## config.mk

```make
export PLATFORM = sky130hd
export DESIGN_NAME = ppm_port
export DESIGN_NICKNAME = d
export VERILOG_FILES = /design/src/ppm_pkg.sv /design/src/ppm_sync.sv /design/src/ppm_fifo.sv /design/src/ppm_port.sv
export SDC_FILE = /design/constraint.sdc
export NUM_CORES = 1
export LEC_CHECK = 0
export ABC_AREA = 1
export BUFFER_PORTS_ARGS = -buffer_cell sky130_fd_sc_hd__buf_2
export CORE_MARGIN = 2
export CORE_UTILIZATION = 30
export DETAILED_ROUTE_END_ITERATION = 10
export PLACE_DENSITY = 0.45
export SETUP_SLACK_MARGIN = 0.5
export SYNTH_ARGS = -nofsm -noshare
export SYNTH_HDL_FRONTEND = slang
export SYNTH_SLANG_ARGS = --single-unit
```

## constraint.sdc

```tcl
create_clock -name clk -period 3.1 [get_ports clk]
set_input_delay 0.62 -clock clk [delete_from_list [all_inputs] [get_ports clk]]
set_output_delay 0.62 -clock clk [all_outputs]
set_load 0.005 [all_outputs]
```

## src/ppm_pkg.sv

```systemverilog
// Summary of operation
// - Static mode comes from configuration bits 7-4.
// - Run-time changes need bit 4 and 110/111.
// - Dynamic mode from extended control and qualifier.
// - Second-level registers reached by index and data.
// - Static codes: compatible, extended, EPP 1.7, 1.9.
// - Dynamic codes: compatible, extended, FIFO, ECP, EPP.
// - Interrupt and DMA routable to chosen lines.
// - Port active only while function enable set.
// - Reset floats handshake outputs, drives init low.
// - Data, status, control at 0-2; 3 undriven.
// - Data direction from control bit 5, mode.
// - Compatible mode drives lines, reads output latch.
// - Extended, direction 0: drive lines, read latch.
// - Extended, direction 1: read pins, latch only.
// - Data register and latch reset to zero.
// - Status register writes have no effect.
`default_nettype none

package ppm_pkg;

    // ==========================================================
    // Register offsets relative to the programmed base address.
    localparam logic [15:0] OFF_DATA = 16'h0000;
    localparam logic [15:0] OFF_STATUS = 16'h0001;
    localparam logic [15:0] OFF_CONTROL = 16'h0002;
    localparam logic [15:0] OFF_HOLE = 16'h0003;
    localparam logic [15:0] OFF_EXT_CTRL = 16'h0402;
    localparam logic [15:0] OFF_SL_INDEX = 16'h0403;
    localparam logic [15:0] OFF_SL_DATA = 16'h0404;

    // ==========================================================
    // Second-level qualifier register and its fields.
    localparam logic [7:0] SL_QUAL_IDX = 8'h02;
    localparam int QUAL_EPP_REV_BIT = 4;
    localparam int QUAL_COMPAT_BIT = 7;

    // ==========================================================
    // Control register fields.
    localparam int CTRL_STROBE = 0;
    localparam int CTRL_AUTOFEED = 1;
    localparam int CTRL_INIT = 2;
    localparam int CTRL_SELECT = 3;
    localparam int CTRL_IRQ_EN = 4;
    localparam int CTRL_DIR = 5;

    // ==========================================================
    // Reset values.
    localparam logic [7:0] DATA_RST = 8'h00;
    localparam logic [7:0] CTRL_RST = 8'h04;
    localparam logic [7:0] EXT_CTRL_RST = 8'h60;
    localparam logic [7:0] SL_RST = 8'h00;
    localparam logic [2:0] STATUS_LOW_ONES = 3'h7;
    localparam logic [1:0] CTRL_HIGH_ONES = 2'h3;

    // ==========================================================
    // Mode field codes in configuration and extended control.
    localparam logic [2:0] CFG_DYN_A = 3'h6;
    localparam logic [2:0] CFG_DYN_B = 3'h7;
    localparam logic [2:0] CFG_COMPAT = 3'h0;
    localparam logic [2:0] CFG_EXT = 3'h1;
    localparam logic [2:0] CFG_EPP17 = 3'h2;
    localparam logic [2:0] CFG_EPP19 = 3'h3;
    localparam logic [2:0] ECR_COMPAT = 3'h0;
    localparam logic [2:0] ECR_EXT = 3'h1;
    localparam logic [2:0] ECR_FIFO = 3'h2;
    localparam logic [2:0] ECR_ECP = 3'h3;
    localparam logic [2:0] ECR_EPP = 3'h4;

    // ==========================================================
    // Routing limits.
    localparam logic [3:0] IRQ_BAR_A = 4'h2;
    localparam logic [3:0] IRQ_BAR_B = 4'hd;
    localparam logic [3:0] IRQ_NONE = 4'h0;
    localparam int DMA_CHANS = 3;

    // Active operating mode of the port.
    typedef enum logic [2:0] {
        PPM_SPP_COMPAT = 3'b000,
        PPM_SPP_EXT = 3'b001,
        PPM_FIFO_OUT = 3'b010,
        PPM_EPP17 = 3'b011,
        PPM_EPP19 = 3'b100,
        PPM_ECP = 3'b101
    } ppm_mode_t;

    // Host bus pins, sampled together.
    typedef struct packed {
        logic rd_b;
        logic wr_b;
        logic [2:0] dack_b;
        logic [15:0] addr;
        logic [7:0] wdata;
    } ppm_host_bus_t;

    // Peripheral status pins.
    typedef struct packed {
        logic busy;
        logic ack_b;
        logic paper_end;
        logic select;
        logic error_b;
    } ppm_status_pins_t;

    localparam ppm_host_bus_t HOST_IDLE = '{rd_b: 1'b1, wr_b: 1'b1,
        dack_b: 3'h7, addr: 16'h0000, wdata: 8'h00};

endpackage

`default_nettype wire

```

## src/ppm_sync.sv

```systemverilog
`default_nettype none

// ==========================================================
// Two-stage synchroniser for pins from outside the clock domain.
module ppm_sync #(
    parameter int W = 1,
    parameter logic [W-1:0] RST_VAL = '0
) (
    input wire logic clk,
    input wire logic rst_b,
    input wire logic ce,
    input wire logic [W-1:0] din,
    output logic [W-1:0] dout
);

    logic [W-1:0] meta_q;
    logic [W-1:0] meta_d;
    logic [W-1:0] sync_q;
    logic [W-1:0] sync_d;

    // The first stage feeds only the second.
    always_comb begin
        meta_d = ce ? din : meta_q;
        sync_d = ce ? meta_q : sync_q;
    end

    // Both stages hold while the clock enable is low.
    always_ff @(posedge clk or negedge rst_b) begin
        if (!rst_b) begin
            meta_q <= RST_VAL;
            sync_q <= RST_VAL;
        end else begin
            meta_q <= meta_d;
            sync_q <= sync_d;
        end
    end

    assign dout = sync_q;

endmodule

`default_nettype wire

```

## src/ppm_fifo.sv

```systemverilog
`default_nettype none

// ==========================================================
// Small write buffer with valid and ready on both sides.
module ppm_fifo #(
    parameter int W = 8,
    parameter int DEPTH = 4
) (
    input wire logic clk,
    input wire logic rst_b,
    input wire logic ce,
    input wire logic in_valid,
    output logic in_ready,
    input wire logic [W-1:0] in_data,
    output logic out_valid,
    input wire logic out_ready,
    output logic [W-1:0] out_data
);

    localparam int AW = $clog2(DEPTH);

    if (DEPTH < 2 || (1 << AW) != DEPTH) begin : g_bad_depth
        $error("ppm_fifo depth must be a power of two of 2 or more");
    end

    logic [W-1:0] mem_q [DEPTH];
    logic [W-1:0] mem_d [DEPTH];
    logic [AW-1:0] wr_ptr_q, wr_ptr_d, rd_ptr_q, rd_ptr_d;
    logic [AW:0] count_q, count_d;
    logic push, pop;

    assign in_ready = (count_q != (AW+1)'(DEPTH));
    assign out_valid = (count_q != '0);
    assign out_data = mem_q[rd_ptr_q];
    assign push = ce & in_valid & in_ready;
    assign pop = ce & out_valid & out_ready;

    // Pointer and occupancy update; a full buffer refuses pushes.
    always_comb begin
        mem_d = mem_q;
        wr_ptr_d = wr_ptr_q;
        rd_ptr_d = rd_ptr_q;
        count_d = count_q;
        if (push) begin
            mem_d[wr_ptr_q] = in_data;
            wr_ptr_d = wr_ptr_q + 1'b1;
        end
        if (pop) begin
            rd_ptr_d = rd_ptr_q + 1'b1;
        end
        if (push && !pop) begin
            count_d = count_q + 1'b1;
        end else if (pop && !push) begin
            count_d = count_q - 1'b1;
        end
    end

    // Storage registers.
    always_ff @(posedge clk or negedge rst_b) begin
        if (!rst_b) begin
            for (int i = 0; i < DEPTH; i++) begin
                mem_q[i] <= '0;
            end
            wr_ptr_q <= '0;
            rd_ptr_q <= '0;
            count_q <= '0;
        end else begin
            mem_q <= mem_d;
            wr_ptr_q <= wr_ptr_d;
            rd_ptr_q <= rd_ptr_d;
            count_q <= count_d;
        end
    end
endmodule

`default_nettype wire

```

## src/ppm_port.sv

```systemverilog
`default_nettype none

// ==========================================================
// Parallel port mode selection and standard register front end.
module ppm_port #(
    parameter int SL_IDX_W = 3,
    parameter int FIFO_DEPTH = 4
) (
    input wire logic clk,
    input wire logic rst_b,
    input wire logic ce,
    input wire logic [15:0] base_addr,
    input wire logic [3:0] cfg_mode,
    input wire logic function_enable_one,
    input wire logic [3:0] irq_route,
    input wire logic [1:0] dma_route,
    input wire ppm_pkg::ppm_host_bus_t host_pins,
    output logic [7:0] host_data_o,
    output logic host_data_oe,
    input wire ppm_pkg::ppm_status_pins_t status_pins,
    input wire logic [7:0] port_data_lines_i,
    output logic [7:0] port_data_lines_o,
    output logic port_data_lines_oe,
    output logic data_strobe_out_b,
    output logic data_strobe_out_oe,
    output logic auto_feed_out_b,
    output logic auto_feed_out_oe,
    output logic select_in_out_b,
    output logic select_in_out_oe,
    output logic init_out_b,
    output logic [15:0] irq_lines_o,
    output logic [15:0] irq_lines_oe,
    output logic [2:0] dma_req_o,
    output logic data_fifo_full,
    output ppm_pkg::ppm_mode_t active_mode
);

    localparam int SL_N = 1 << SL_IDX_W;

    if (SL_IDX_W < 2 || SL_IDX_W > 7) begin : g_bad_idx
        $error("ppm_port second-level index width must be 2 to 7");
    end

    if (FIFO_DEPTH != 4) begin : g_bad_fifo
        $error("ppm_port data buffer depth must be 4");
    end

    // ==========================================================
    // Pin synchronisers.
    ppm_pkg::ppm_host_bus_t host_s;
    ppm_pkg::ppm_status_pins_t stat_s;
    logic [7:0] lines_s;

    ppm_sync #(.W($bits(ppm_pkg::ppm_host_bus_t)),
        .RST_VAL(ppm_pkg::HOST_IDLE)) u_host_sync (.clk(clk),
        .rst_b(rst_b), .ce(ce), .din(host_pins), .dout(host_s));

    ppm_sync #(.W($bits(ppm_pkg::ppm_status_pins_t) + 8)) u_pin_sync (
        .clk(clk), .rst_b(rst_b), .ce(ce),
        .din({status_pins, port_data_lines_i}), .dout({stat_s, lines_s}));

    // ==========================================================
    // Strobe edges, address decode and routing.
    logic rd_dly_q, rd_dly_d, wr_dly_q, wr_dly_d;
    logic rd_pulse, wr_pulse, port_on, dack_on, io_wr, dma_wr;
    logic [15:0] offset;
    logic bidir_mode, dir_in, dyn_cfg;
    logic [7:0] ctrl_q, ctrl_d;

    always_comb begin
        rd_dly_d = ce ? host_s.rd_b : rd_dly_q;
        wr_dly_d = ce ? host_s.wr_b : wr_dly_q;
    end

    always_ff @(posedge clk or negedge rst_b) begin
        if (!rst_b) begin
            rd_dly_q <= 1'b1;
            wr_dly_q <= 1'b1;
        end else begin
            rd_dly_q <= rd_dly_d;
            wr_dly_q <= wr_dly_d;
        end
    end

    // Each falling strobe edge gives a single one-cycle access.
    assign rd_pulse = ce & rd_dly_q & ~host_s.rd_b;
    assign wr_pulse = ce & wr_dly_q & ~host_s.wr_b;
    assign offset = host_s.addr - base_addr;
    assign port_on = function_enable_one;
    assign dack_on = (dma_route < 2'(ppm_pkg::DMA_CHANS)) &
        ~host_s.dack_b[dma_route];
    assign io_wr = wr_pulse & port_on & ~dack_on;
    assign dma_wr = wr_pulse & port_on & dack_on;

    // Dynamic configuration needs bit 4 and a 110 or 111 field.
    assign dyn_cfg = cfg_mode[0] &
        ((cfg_mode[3:1] == ppm_pkg::CFG_DYN_A) |
        (cfg_mode[3:1] == ppm_pkg::CFG_DYN_B));

    // Direction bit counts in every mode but the output-only ones.
    assign bidir_mode = (active_mode != ppm_pkg::PPM_SPP_COMPAT) &
        (active_mode != ppm_pkg::PPM_FIFO_OUT);
    assign dir_in = bidir_mode & ctrl_q[ppm_pkg::CTRL_DIR];

    // ==========================================================
    // Data buffer between host writes and the output latch.
    logic fifo_in_ready, fifo_out_valid, fifo_out_ready;
    logic [7:0] fifo_out_data;
    logic data_push;

    assign data_push = dma_wr |
        (io_wr & (offset == ppm_pkg::OFF_DATA));
    assign fifo_out_ready = (active_mode != ppm_pkg::PPM_FIFO_OUT) |
        ~stat_s.busy;
    assign data_fifo_full = ~fifo_in_ready;

    ppm_fifo #(.W(8), .DEPTH(FIFO_DEPTH)) u_fifo (.clk(clk), .rst_b(rst_b),
        .ce(ce), .in_valid(data_push), .in_ready(fifo_in_ready),
        .in_data(host_s.wdata), .out_valid(fifo_out_valid),
        .out_ready(fifo_out_ready), .out_data(fifo_out_data));

    // ==========================================================
    // Register file and mode selection.
    logic [7:0] latch_q, latch_d, ecr_q, ecr_d;
    logic [7:0] idx_q, idx_d, rdata_q, rdata_d;
    logic [7:0] sl_q [SL_N];
    logic [7:0] sl_d [SL_N];
    logic [7:0] sl_rd, qual;
    logic rd_oe_q, rd_oe_d, dyn_q, dyn_d, rd_hit;
    ppm_pkg::ppm_mode_t mode_q, mode_d;

    assign qual = sl_q[ppm_pkg::SL_QUAL_IDX[SL_IDX_W-1:0]];
    assign sl_rd = (idx_q < 8'(SL_N)) ? sl_q[idx_q[SL_IDX_W-1:0]] : 8'h00;

    always_comb begin
        latch_d = latch_q;
        ctrl_d = ctrl_q;
        ecr_d = ecr_q;
        idx_d = idx_q;
        sl_d = sl_q;
        rdata_d = rdata_q;
        rd_oe_d = rd_oe_q;
        dyn_d = ce ? dyn_cfg : dyn_q;
        mode_d = mode_q;
        rd_hit = 1'b1;
        // Buffered words move into the output latch.
        if (ce && fifo_out_valid && fifo_out_ready) begin
            latch_d = fifo_out_data;
        end
        // Host writes; status writes fall through untouched.
        if (io_wr) begin
            case (offset)
                ppm_pkg::OFF_CONTROL: ctrl_d = host_s.wdata;
                ppm_pkg::OFF_EXT_CTRL: ecr_d = host_s.wdata;
                ppm_pkg::OFF_SL_INDEX: idx_d = host_s.wdata;
                ppm_pkg::OFF_SL_DATA: begin
                    if (idx_q < 8'(SL_N)) begin
                        sl_d[idx_q[SL_IDX_W-1:0]] = host_s.wdata;
                    end
                end
                default: ctrl_d = ctrl_q;
            endcase
        end
        // Entering dynamic configuration starts the port in ECP.
        if (dyn_cfg && !dyn_q && ce) begin
            ecr_d[7:5] = ppm_pkg::ECR_ECP;
        end
        // Read data is captured at the strobe edge.
        case (offset)
            ppm_pkg::OFF_DATA: rdata_d = dir_in ? lines_s : latch_q;
            ppm_pkg::OFF_STATUS: rdata_d = {~stat_s.busy, stat_s.ack_b,
                stat_s.paper_end, stat_s.select, stat_s.error_b,
                ppm_pkg::STATUS_LOW_ONES};
            ppm_pkg::OFF_CONTROL: rdata_d = {ppm_pkg::CTRL_HIGH_ONES,
                (bidir_mode & (active_mode != ppm_pkg::PPM_SPP_EXT)) ?
                ctrl_q[ppm_pkg::CTRL_DIR] : 1'b1, ctrl_q[4:0]};
            ppm_pkg::OFF_EXT_CTRL: rdata_d = ecr_q;
            ppm_pkg::OFF_SL_INDEX: rdata_d = idx_q;
            ppm_pkg::OFF_SL_DATA: rdata_d = sl_rd;
            default: begin
                rdata_d = 8'h00;
                rd_hit = 1'b0;
            end
        endcase
        if (!rd_pulse) begin
            rdata_d = rdata_q;
        end
        if (rd_pulse) begin
            rd_oe_d = port_on & rd_hit;
        end else if (ce && (host_s.rd_b || !port_on)) begin
            rd_oe_d = 1'b0;
        end
        // Active mode from static codes or extended control.
        if (ce) begin
            if (!dyn_cfg) begin
                case (cfg_mode[3:1])
                    ppm_pkg::CFG_COMPAT: mode_d = ppm_pkg::PPM_SPP_COMPAT;
                    ppm_pkg::CFG_EXT: mode_d = ppm_pkg::PPM_SPP_EXT;
                    ppm_pkg::CFG_EPP17: mode_d = ppm_pkg::PPM_EPP17;
                    ppm_pkg::CFG_EPP19: mode_d = ppm_pkg::PPM_EPP19;
                    default: mode_d = ppm_pkg::PPM_ECP;
                endcase
            end else begin
                case (ecr_q[7:5])
                    ppm_pkg::ECR_COMPAT: mode_d = ppm_pkg::PPM_SPP_COMPAT;
                    ppm_pkg::ECR_EXT: mode_d = ppm_pkg::PPM_SPP_EXT;
                    ppm_pkg::ECR_FIFO: mode_d = ppm_pkg::PPM_FIFO_OUT;
                    ppm_pkg::ECR_EPP: mode_d =
                        qual[ppm_pkg::QUAL_EPP_REV_BIT] ?
                        ppm_pkg::PPM_EPP19 : ppm_pkg::PPM_EPP17;
                    default: mode_d = ppm_pkg::PPM_ECP;
                endcase
            end
        end
    end

    // Register state; data latch resets to zero.
    always_ff @(posedge clk or negedge rst_b) begin
        if (!rst_b) begin
            latch_q <= ppm_pkg::DATA_RST;
            ctrl_q <= ppm_pkg::CTRL_RST;
            ecr_q <= ppm_pkg::EXT_CTRL_RST;
            idx_q <= 8'h00;
            for (int i = 0; i < SL_N; i++) begin
                sl_q[i] <= ppm_pkg::SL_RST;
            end
            rdata_q <= 8'h00;
            rd_oe_q <= 1'b0;
            dyn_q <= 1'b0;
            mode_q <= ppm_pkg::PPM_ECP;
        end else begin
            latch_q <= latch_d;
            ctrl_q <= ctrl_d;
            ecr_q <= ecr_d;
            idx_q <= idx_d;
            sl_q <= sl_d;
            rdata_q <= rdata_d;
            rd_oe_q <= rd_oe_d;
            dyn_q <= dyn_d;
            mode_q <= mode_d;
        end
    end

    assign active_mode = mode_q;
    assign host_data_o = rdata_q;
    assign host_data_oe = rd_oe_q;
    assign port_data_lines_o = latch_q;

    // ==========================================================
    // Pin drivers: handshake lines float and init is low in reset.
    logic lines_oe_q, lines_oe_d, hs_oe_q, hs_oe_d, init_q, init_d;
    logic irq_q, irq_d, irq_oe_q, irq_oe_d, irq_ok;
    logic [2:0] dreq_q, dreq_d;

    assign irq_ok = (irq_route != ppm_pkg::IRQ_NONE) &
        (irq_route != ppm_pkg::IRQ_BAR_A) &
        (irq_route != ppm_pkg::IRQ_BAR_B);

    always_comb begin
        lines_oe_d = lines_oe_q;
        hs_oe_d = hs_oe_q;
        init_d = init_q;
        irq_d = irq_q;
        irq_oe_d = irq_oe_q;
        dreq_d = dreq_q;
        if (ce) begin
            lines_oe_d = port_on & ~dir_in;
            hs_oe_d = port_on;
            init_d = port_on & ctrl_q[ppm_pkg::CTRL_INIT];
            irq_d = ~stat_s.ack_b;
            irq_oe_d = port_on & irq_ok &
                ctrl_q[ppm_pkg::CTRL_IRQ_EN];
            dreq_d = 3'h0;
            if (port_on && dack_on == 1'b0 &&
                active_mode == ppm_pkg::PPM_FIFO_OUT &&
                dma_route < 2'(ppm_pkg::DMA_CHANS)) begin
                dreq_d[dma_route] = fifo_in_ready;
            end
        end
    end

    always_ff @(posedge clk or negedge rst_b) begin
        if (!rst_b) begin
            lines_oe_q <= 1'b0;
            hs_oe_q <= 1'b0;
            init_q <= 1'b0;
            irq_q <= 1'b0;
            irq_oe_q <= 1'b0;
            dreq_q <= 3'h0;
        end else begin
            lines_oe_q <= lines_oe_d;
            hs_oe_q <= hs_oe_d;
            init_q <= init_d;
            irq_q <= irq_d;
            irq_oe_q <= irq_oe_d;
            dreq_q <= dreq_d;
        end
    end

    // Strobe, auto-feed and select-in pins are the inverse of their control bits; init follows its bit while the port is enabled, else stays low.
    assign port_data_lines_oe = lines_oe_q;
    assign data_strobe_out_b = ~ctrl_q[ppm_pkg::CTRL_STROBE];
    assign auto_feed_out_b = ~ctrl_q[ppm_pkg::CTRL_AUTOFEED];
    assign select_in_out_b = ~ctrl_q[ppm_pkg::CTRL_SELECT];
    assign data_strobe_out_oe = hs_oe_q;
    assign auto_feed_out_oe = hs_oe_q;
    assign select_in_out_oe = hs_oe_q;
    assign init_out_b = init_q;
    assign dma_req_o = dreq_q;

    // Only the routed interrupt line is ever enabled.
    always_comb begin
        irq_lines_o = 16'h0000;
        irq_lines_oe = 16'h0000;
        irq_lines_o[irq_route] = irq_q;
        irq_lines_oe[irq_route] = irq_oe_q;
    end
endmodule

`default_nettype wire

```

Word level (Yosys, flattened, before mapping)
Cells that the tools add are included.
{"block": "totals", "latchBits": 0, "wordCells": 185, "memories": 0, "ramBits": 0, "regBits": 240, "romBits": 0}
{"block": "classes", "n_lt_le_gt_ge": 11, "addsub": 5, "n_shift": 0, "n_bitwise": 44, "div_mod_pow": 0, "mul": 0, "eq_ne": 19, "n_mux": 35, "reduce_logical": 35}
{"op": "2-to-1 mux 8 bit", "count": 10}
{"op": "bitwise mux 64 bit", "count": 1}
{"op": "equality test 16 x 11 -> 1 bit (second input constant)", "count": 3}
{"op": "one-hot mux 8 bit (6 select lines)", "count": 1}
{"op": "AND 16 bit", "count": 2}
{"op": "bitwise mux 32 bit", "count": 1}
{"op": "AND 1 bit", "count": 24}
{"op": "binary-select mux 8 bit (select 3 bit)", "count": 1}
{"op": "demux 8 bit (select 3 bit)", "count": 1}
{"op": "one-hot mux 3 bit (4 select lines)", "count": 2}
{"op": "2-to-1 mux 3 bit", "count": 6}
{"op": "binary-select mux 8 bit (select 2 bit)", "count": 1}
{"op": "demux 8 bit (select 2 bit)", "count": 1}
{"op": "equality test 16 x 1 -> 1 bit (second input constant)", "count": 1}
{"op": "equality test 16 x 2 -> 1 bit (second input constant)", "count": 1}
{"op": "logical NOT 16 bit", "count": 1}
{"op": "subtractor 16 bit", "count": 1}
{"op": "logical AND 1 bit", "count": 14}
{"op": "equality test 3 x 2 -> 1 bit (second input constant)", "count": 4}
{"op": "inverter 1 bit", "count": 11}
{"op": "equality test 3 bit (second input constant)", "count": 3}
{"op": "less-than comparator 8 x 4 -> 1 bit (second input constant)", "count": 1}
{"op": "AND reduction 2 bit", "count": 4}
{"op": "nonzero test 2 bit", "count": 4}
{"op": "33 further kinds", "count": 50}

Longest topological paths before layout
{"block": "logic_depth", "ltp_word": 14, "depth_mapped": 25, "depth_no_buf": 25}

Hierarchy
From an unflattened synthesis, not the netlist that was laid out.
{"block": "unflattened", "hier_cells": 1647, "hier_area_um2": 12623.4}
{"mod": "ppm_port", "cells_per_inst": 1050, "n_inst": 1, "area_per_inst_um2": 7355.8}
{"mod": "ppm_sync at u_host_sync", "cells_per_inst": 246, "n_inst": 1, "area_per_inst_um2": 2215.9}
{"mod": "ppm_fifo", "cells_per_inst": 241, "n_inst": 1, "area_per_inst_um2": 2014.4}
{"mod": "ppm_sync at u_pin_sync", "cells_per_inst": 110, "n_inst": 1, "area_per_inst_um2": 1037.2}

Worst setup path after synthesis
No wires, ideal clock.
{"block": "synth_timing", "path_kind": "input to register", "from": "input base_addr[0]", "to": "register u_fifo.count_q[2]", "arrival_ns": 3.455, "t_required_ns": 2.969, "path_stages": 21, "setup_slack_ns": -0.486, "setup_ns": 0.131, "cell_sequence": "ha_1 > fa_1 > inv_1 > nand2_1 > nand2_1 > nand3_1 > nand3_1 > nand2_1 > nor2_2 > nand2_2 > nor2_2 > nand2_1 > nand2_4 > nand2_1 > inv_1 > ha_1 > inv_1 > fa_1 > a21oi_1 > o21ai_0 > xor2_1"}
{"block": "synth_via", "elab_chain_len": 9, "word_cells_on_any_way": 11, "cone_classes": "1 x add/sub; 1 x mux; 4 x bitwise; 5 x reduce/logical"}
{"item": "start, declared", "line_no": "ppm_port.sv:12", "text": "input wire logic [15:0] base_addr,"}
{"item": "subtractor 16 bit *", "line_no": "ppm_port.sv:88", "text": "assign offset = host_s.addr - base_addr;"}
{"item": "logical NOT 16 bit *", "line_no": "ppm_port.sv:112", "text": "(io_wr & (offset == ppm_pkg::OFF_DATA));"}
{"item": "AND 1 bit *", "line_no": "ppm_port.sv:112"}
{"item": "bitwise OR 1 bit *", "line_no": "ppm_port.sv:111", "text": "assign data_push = dma_wr |"}
{"item": "AND 1 bit * (2 in series)", "line_no": "ppm_fifo.sv:35", "text": "assign push = ce & in_valid & in_ready;"}
{"item": "named net u_fifo.push", "line_no": "ppm_fifo.sv:30", "text": "logic push, pop;"}
{"item": "logical NOT 1 bit", "line_no": "ppm_fifo.sv:53", "text": "end else if (pop && !push) begin"}
{"item": "logical AND 1 bit", "line_no": "ppm_fifo.sv:53"}
{"item": "nonzero test 2 bit (no source line)"}
{"item": "end signal, assigned", "line_no": "ppm_fifo.sv:71", "text": "count_q <= count_d;"}
{"item": "end, declared", "line_no": "ppm_fifo.sv:29", "text": "logic [AW:0] count_q, count_d;"}
Mark *: on every way through the listed nets, which the timed path passes. The rest lies on a longest branch.
A chain may end at the register's enable or synchronous reset.

Worst setup path in the final report
{"block": "layout_timing", "from": "register u_host_sync.sync_q[8] (netlist: u_host_sync.dout[8])", "to": "register u_fifo.count_q[1]"}
{"block": "layout_via", "word_cells_on_any_way": 11, "cone_classes": "1 x add/sub; 1 x mux; 4 x bitwise; 5 x reduce/logical"}
{"item": "start, declared", "line_no": "ppm_sync.sv:18", "text": "logic [W-1:0] sync_q;"}
{"item": "start signal, assigned", "line_no": "ppm_sync.sv:34", "text": "sync_q <= sync_d;"}
{"item": "subtractor 16 bit", "line_no": "ppm_port.sv:88"}
{"item": "logical NOT 16 bit", "line_no": "ppm_port.sv:112"}
{"item": "AND 1 bit", "line_no": "ppm_port.sv:112"}
{"item": "bitwise OR 1 bit", "line_no": "ppm_port.sv:111"}
{"item": "AND 1 bit (2 in series)", "line_no": "ppm_fifo.sv:35"}
{"item": "named net u_fifo.push", "line_no": "ppm_fifo.sv:30"}
{"item": "logical AND 1 bit", "line_no": "ppm_fifo.sv:51", "text": "if (push && !pop) begin"}
{"item": "2-to-1 mux 3 bit", "line_no": "ppm_fifo.sv:51"}
{"item": "named net u_fifo.count_d[1]", "line_no": "ppm_fifo.sv:29"}
The timed path passes the listed nets, and every way through them passes these cells.

==> impl_metrics.json <==
{
  "outcome": "finished clean",
  "cp-endpoint": "u_fifo.count_q[1]",
  "yosys.area.top_type_share_pct": 45.3,
  "min_period_ns": 3.04,
  "slew_viol_final": 0,
  "r2r_start": "u_host_sync.dout[8]",
  "via_count": 11600,
  "synth.distinct_cells": 47,
  "syn_nets": 1693,
  "clock_latency_ns": 0.57,
  "cts_made_buffers": 29,
  "leakagePower_nw": 8.36,
  "rsz0062_at_grt": "true",
  "postRouteAntennaNets": 0,
  "syn_area_um2": 12300,
  "ir_drop_mv": 0.431,
  "max_freq_ghz": 0.329,
  "placementRows": 74,
  "drive_gt1_share_pct": 31.8,
  "drv_cap": 0,
  "fin_crit_sh_pct": 98.0,
  "fin_skew_ns": 0.0209,
  "fin_ws_ns": 0.0622,
  "reg2reg_slack_ns": 0.06,
  "dieArea_um2": 42700,
  "finalNetCount": 1952,
  "dpl.hpwl_mm": 28.0,
  "chipHeight_um": 207,
  "crit_arrival_ns": 3.48,
  "synth_seq_cells": 240,
  "die_w_um": 207,
  "portBuffers": 135,
  "synth_area_leaders": "dfrtp_1 45%, nand2_1 15%, o21ai_0 5.3%",
  "seq_area_frac_synth_pct": 48.9,
  "dr.pass1.iters": 5,
  "dp_slack_ns": -0.580,
  "post_drt_via_cell_ratio": 4.83,
  "design_area_um2": 16900,
  "synth_top_area_cell": "dfrtp_1",
  "synth.avg_cell_area_um2": 7.71,
  "power_mw": 9.76,
  "floorplan.initialDensity_pct": 30.3,
  "p_per_area_nw_per_um2": 578,
  "clockRootBuffer": "clkbuf_16",
  "syn_inst": 1598,
  "async_flop_share_pct": 100,
  "critPathKind": "reg -> reg",
  "wl_mm": 42.3,
  "finalSetupViolCount": 0,
  "cp-start-kind": "register",
  "grt_pass1_vias": 11500,
  "synth_edf_count": 0,
  "cp_max_fo": 3,
  "fillerInstances": 4119,
  "antenna_found_initial": 1,
  "cts_buffer_depth": 3,
  "cts.sinks": 240,
  "ys.flop_type": "dfrtp_1",
  "core-area_um2": 40600,
  "worst_ep_required_time_ns": 3.54,
  "worst_pin_slew_ns": 0.828,
  "final_util_pct": 41.5,
  "drc": 0,
  "hold_violations": 0,
  "ys_warn_count": 0,
  "crit_path_end_kind": "register",
  "place_congestion": 0.827,
  "startpoint": "u_host_sync.dout[8]",
  "grt-ovfl-total": 0,
  "grt_pass1_wl_mm": 66.2,
  "r2r_cells": 24,
  "hp-class": "in -> async",
  "cts_tree": "built",
  "drtIter0Drc": 794,
  "globalRouteTotalUtil_pct": 20.1,
  "slew_headroom_pct": 44.8,
  "area_growth_pct": 36.9,
  "holdWs_ns": 0.0346,
  "rr_endpoint": "u_fifo.count_q[1]",
  "place_area_um2": 14200,
  "routedWlPerCell_um": 17.5,
  "diodes": 0,
  "clkTransAtPathRegs_ns": 0.06,
  "io_pins": 136,
  "cts_max_level": 1,
  "grt_max_degree": 89
}
[cell usage in the layout, fill, tap and decap left out, drive strengths merged]
master / count
or2: 8
clkinv: 14
and2: 3
o21a: 1
o21ai: 162
o211ai: 4
clkinvlp: 3
o2111ai: 3
xor2: 4
nor3b: 2
nor3: 17
nor4: 3
bufinv: 2
nand3b: 1
a21boi: 1
or4: 1
nand4: 32
nand3: 146
nand2: 512
clkbuf: 42
ha: 21
mux2: 1
nor2: 158
fa: 2
a21oi: 19
dfrtp: 223
inv: 155
o21bai: 1
a31oi: 10
buf: 287
o22ai: 13
xnor2: 2
o211a: 1
o221ai: 8
dfstp: 17
[state kept, by name, summed over array words and instances, names as in the netlist, 2 cells and up]
signal,count
sl_q,56
u_fifo.mem_q,32
u_host_sync.dout,29
u_host_sync.meta_q,29
u_pin_sync.dout,13
u_pin_sync.meta_q,13
ecr_q,8
host_data_o,8
idx_q,8
port_data_lines_o,8
qual,8
ctrl_q,6
active_mode,3
dma_req_o,3
u_fifo.count_q,3
u_fifo.rd_ptr_q,2
u_fifo.wr_ptr_q,2
[kinds of logic after synthesis]
kind of cell	after synthesis	share of synthesized area (%)
AOI/OAI and AO/OA	223	9.84
xor gates and xnor gates	6	0.426
adders and majority gates	23	2.46
buffers and inverters	226	7.44
DFF	240	48.9
muxes	1	0.0914
and+or+nand+nor	879	30.8
[synth_stat cells, types with 3 or more instances]
library cell,count
nand3_2,9
clkinv_1,9
inv_1,144
o221ai_1,8
nand2_2,5
nor3_1,14
nand4_1,32
o2111ai_1,3
o22ai_1,13
nor4_1,3
o21ai_1,32
o211ai_1,4
and2_1,3
clkbuf_1,43
nor2_2,6
nor2_1,150
a31oi_1,10
nand3_1,129
dfrtp_1,223
or2_2,8
xor2_1,4
buf_6,7
buf_1,4
nand3_4,4
nand2_1,506
buf_2,7
inv_2,10
dfstp_2,17
ha_1,21
a21oi_1,18
o21ai_0,130
[power breakdown]
group / leakage [nW] / switching (mW) / total [mW] / internal (mW)
combinational: 4.79 / 1.42 / 2.46 / 1.05
clock: 0.468 / 1.37 / 3.42 / 2.05
sequential: 3.10 / 0.347 / 3.88 / 3.53
[worst min path at each step]
stage	startpoint	to	slack, ns	cells after the start
floorplan	rst_b	active_mode[1]	0.32	0
global placement	qual[2]	qual[2]	0.46	2
detailed placement	qual[2]	qual[2]	0.46	2
CTS	rst_b	u_fifo.mem_q[23]	0.05	1
global route	rst_b	u_pin_sync.meta_q[0]	0.05	1
finish	rst_b	u_pin_sync.meta_q[4]	0.03	1
[final cells by class]
cell class | instances | area, µm² | area share (%)
Multi-Input combinational cell | 1136 | 6360 | 37.7
Sequential cell | 240 | 6030 | 35.7
Timing Repair Buffer | 287 | 2240 | 13.3
Clock buffer | 42 | 845 | 5.01
Tap cell | 532 | 666 | 3.95
Inverter | 163 | 617 | 3.66
Clock inverter | 11 | 116 | 0.690
[worst max-delay path, cell delays in order (launching register included)]
cell and delay (ns):
dfrtp_1 0.33, inv_2 0.05, ha_4 0.15, fa_2 0.36, inv_4 0.09, nand2_2 0.05
nand2_2 0.05, nand3_2 0.07, nand2_2 0.09, nand2_2 0.07, buf_6 0.12, nand2_4 0.07
nand2_2 0.05, nand2_2 0.05, nor2_2 0.03, nand2_2 0.08, nor2_4 0.06, nand2_4 0.09
nand2_4 0.06, nand2_4 0.07, inv_4 0.04, ha_4 0.14, inv_2 0.05, fa_2 0.41
mux2_4 0.27
[through the flow]
stage / cells / setup TNS [ns]
3_3_place_gp: 2296 / -12.06
2_1_floorplan: 1598 / -0.516
4_1_cts: 2397 / 0
6_report: 2411 / 0
3_5_place_dp: 2296 / -15.68
5_1_grt: 2411 / -2.64
[timing repair]
action	CTS	global route
endpoints found under the hold margin	0	0
gates cloned	14	0
gates resized for setup	113	182
setup endpoints to repair	130	130
setup buffers	34	14
pin swaps	36	29
hold buffers	0	0
[routing by layer]
| layer | vias to the layer above | part of all wire [%] | GRT usage, % |
|---|---|---|---|
| li1 | 5702 | - | - |
| met1 | 5565 | 46 | 27.9 |
| met2 | 306 | 46 | 32.6 |
| met3 | 63 | 5.5 | 3.22 |
| met4 | 0 | 2.1 | 4.90 |
| met5 | - | 0 | 0 |
(Power assumes the default switching activity.)
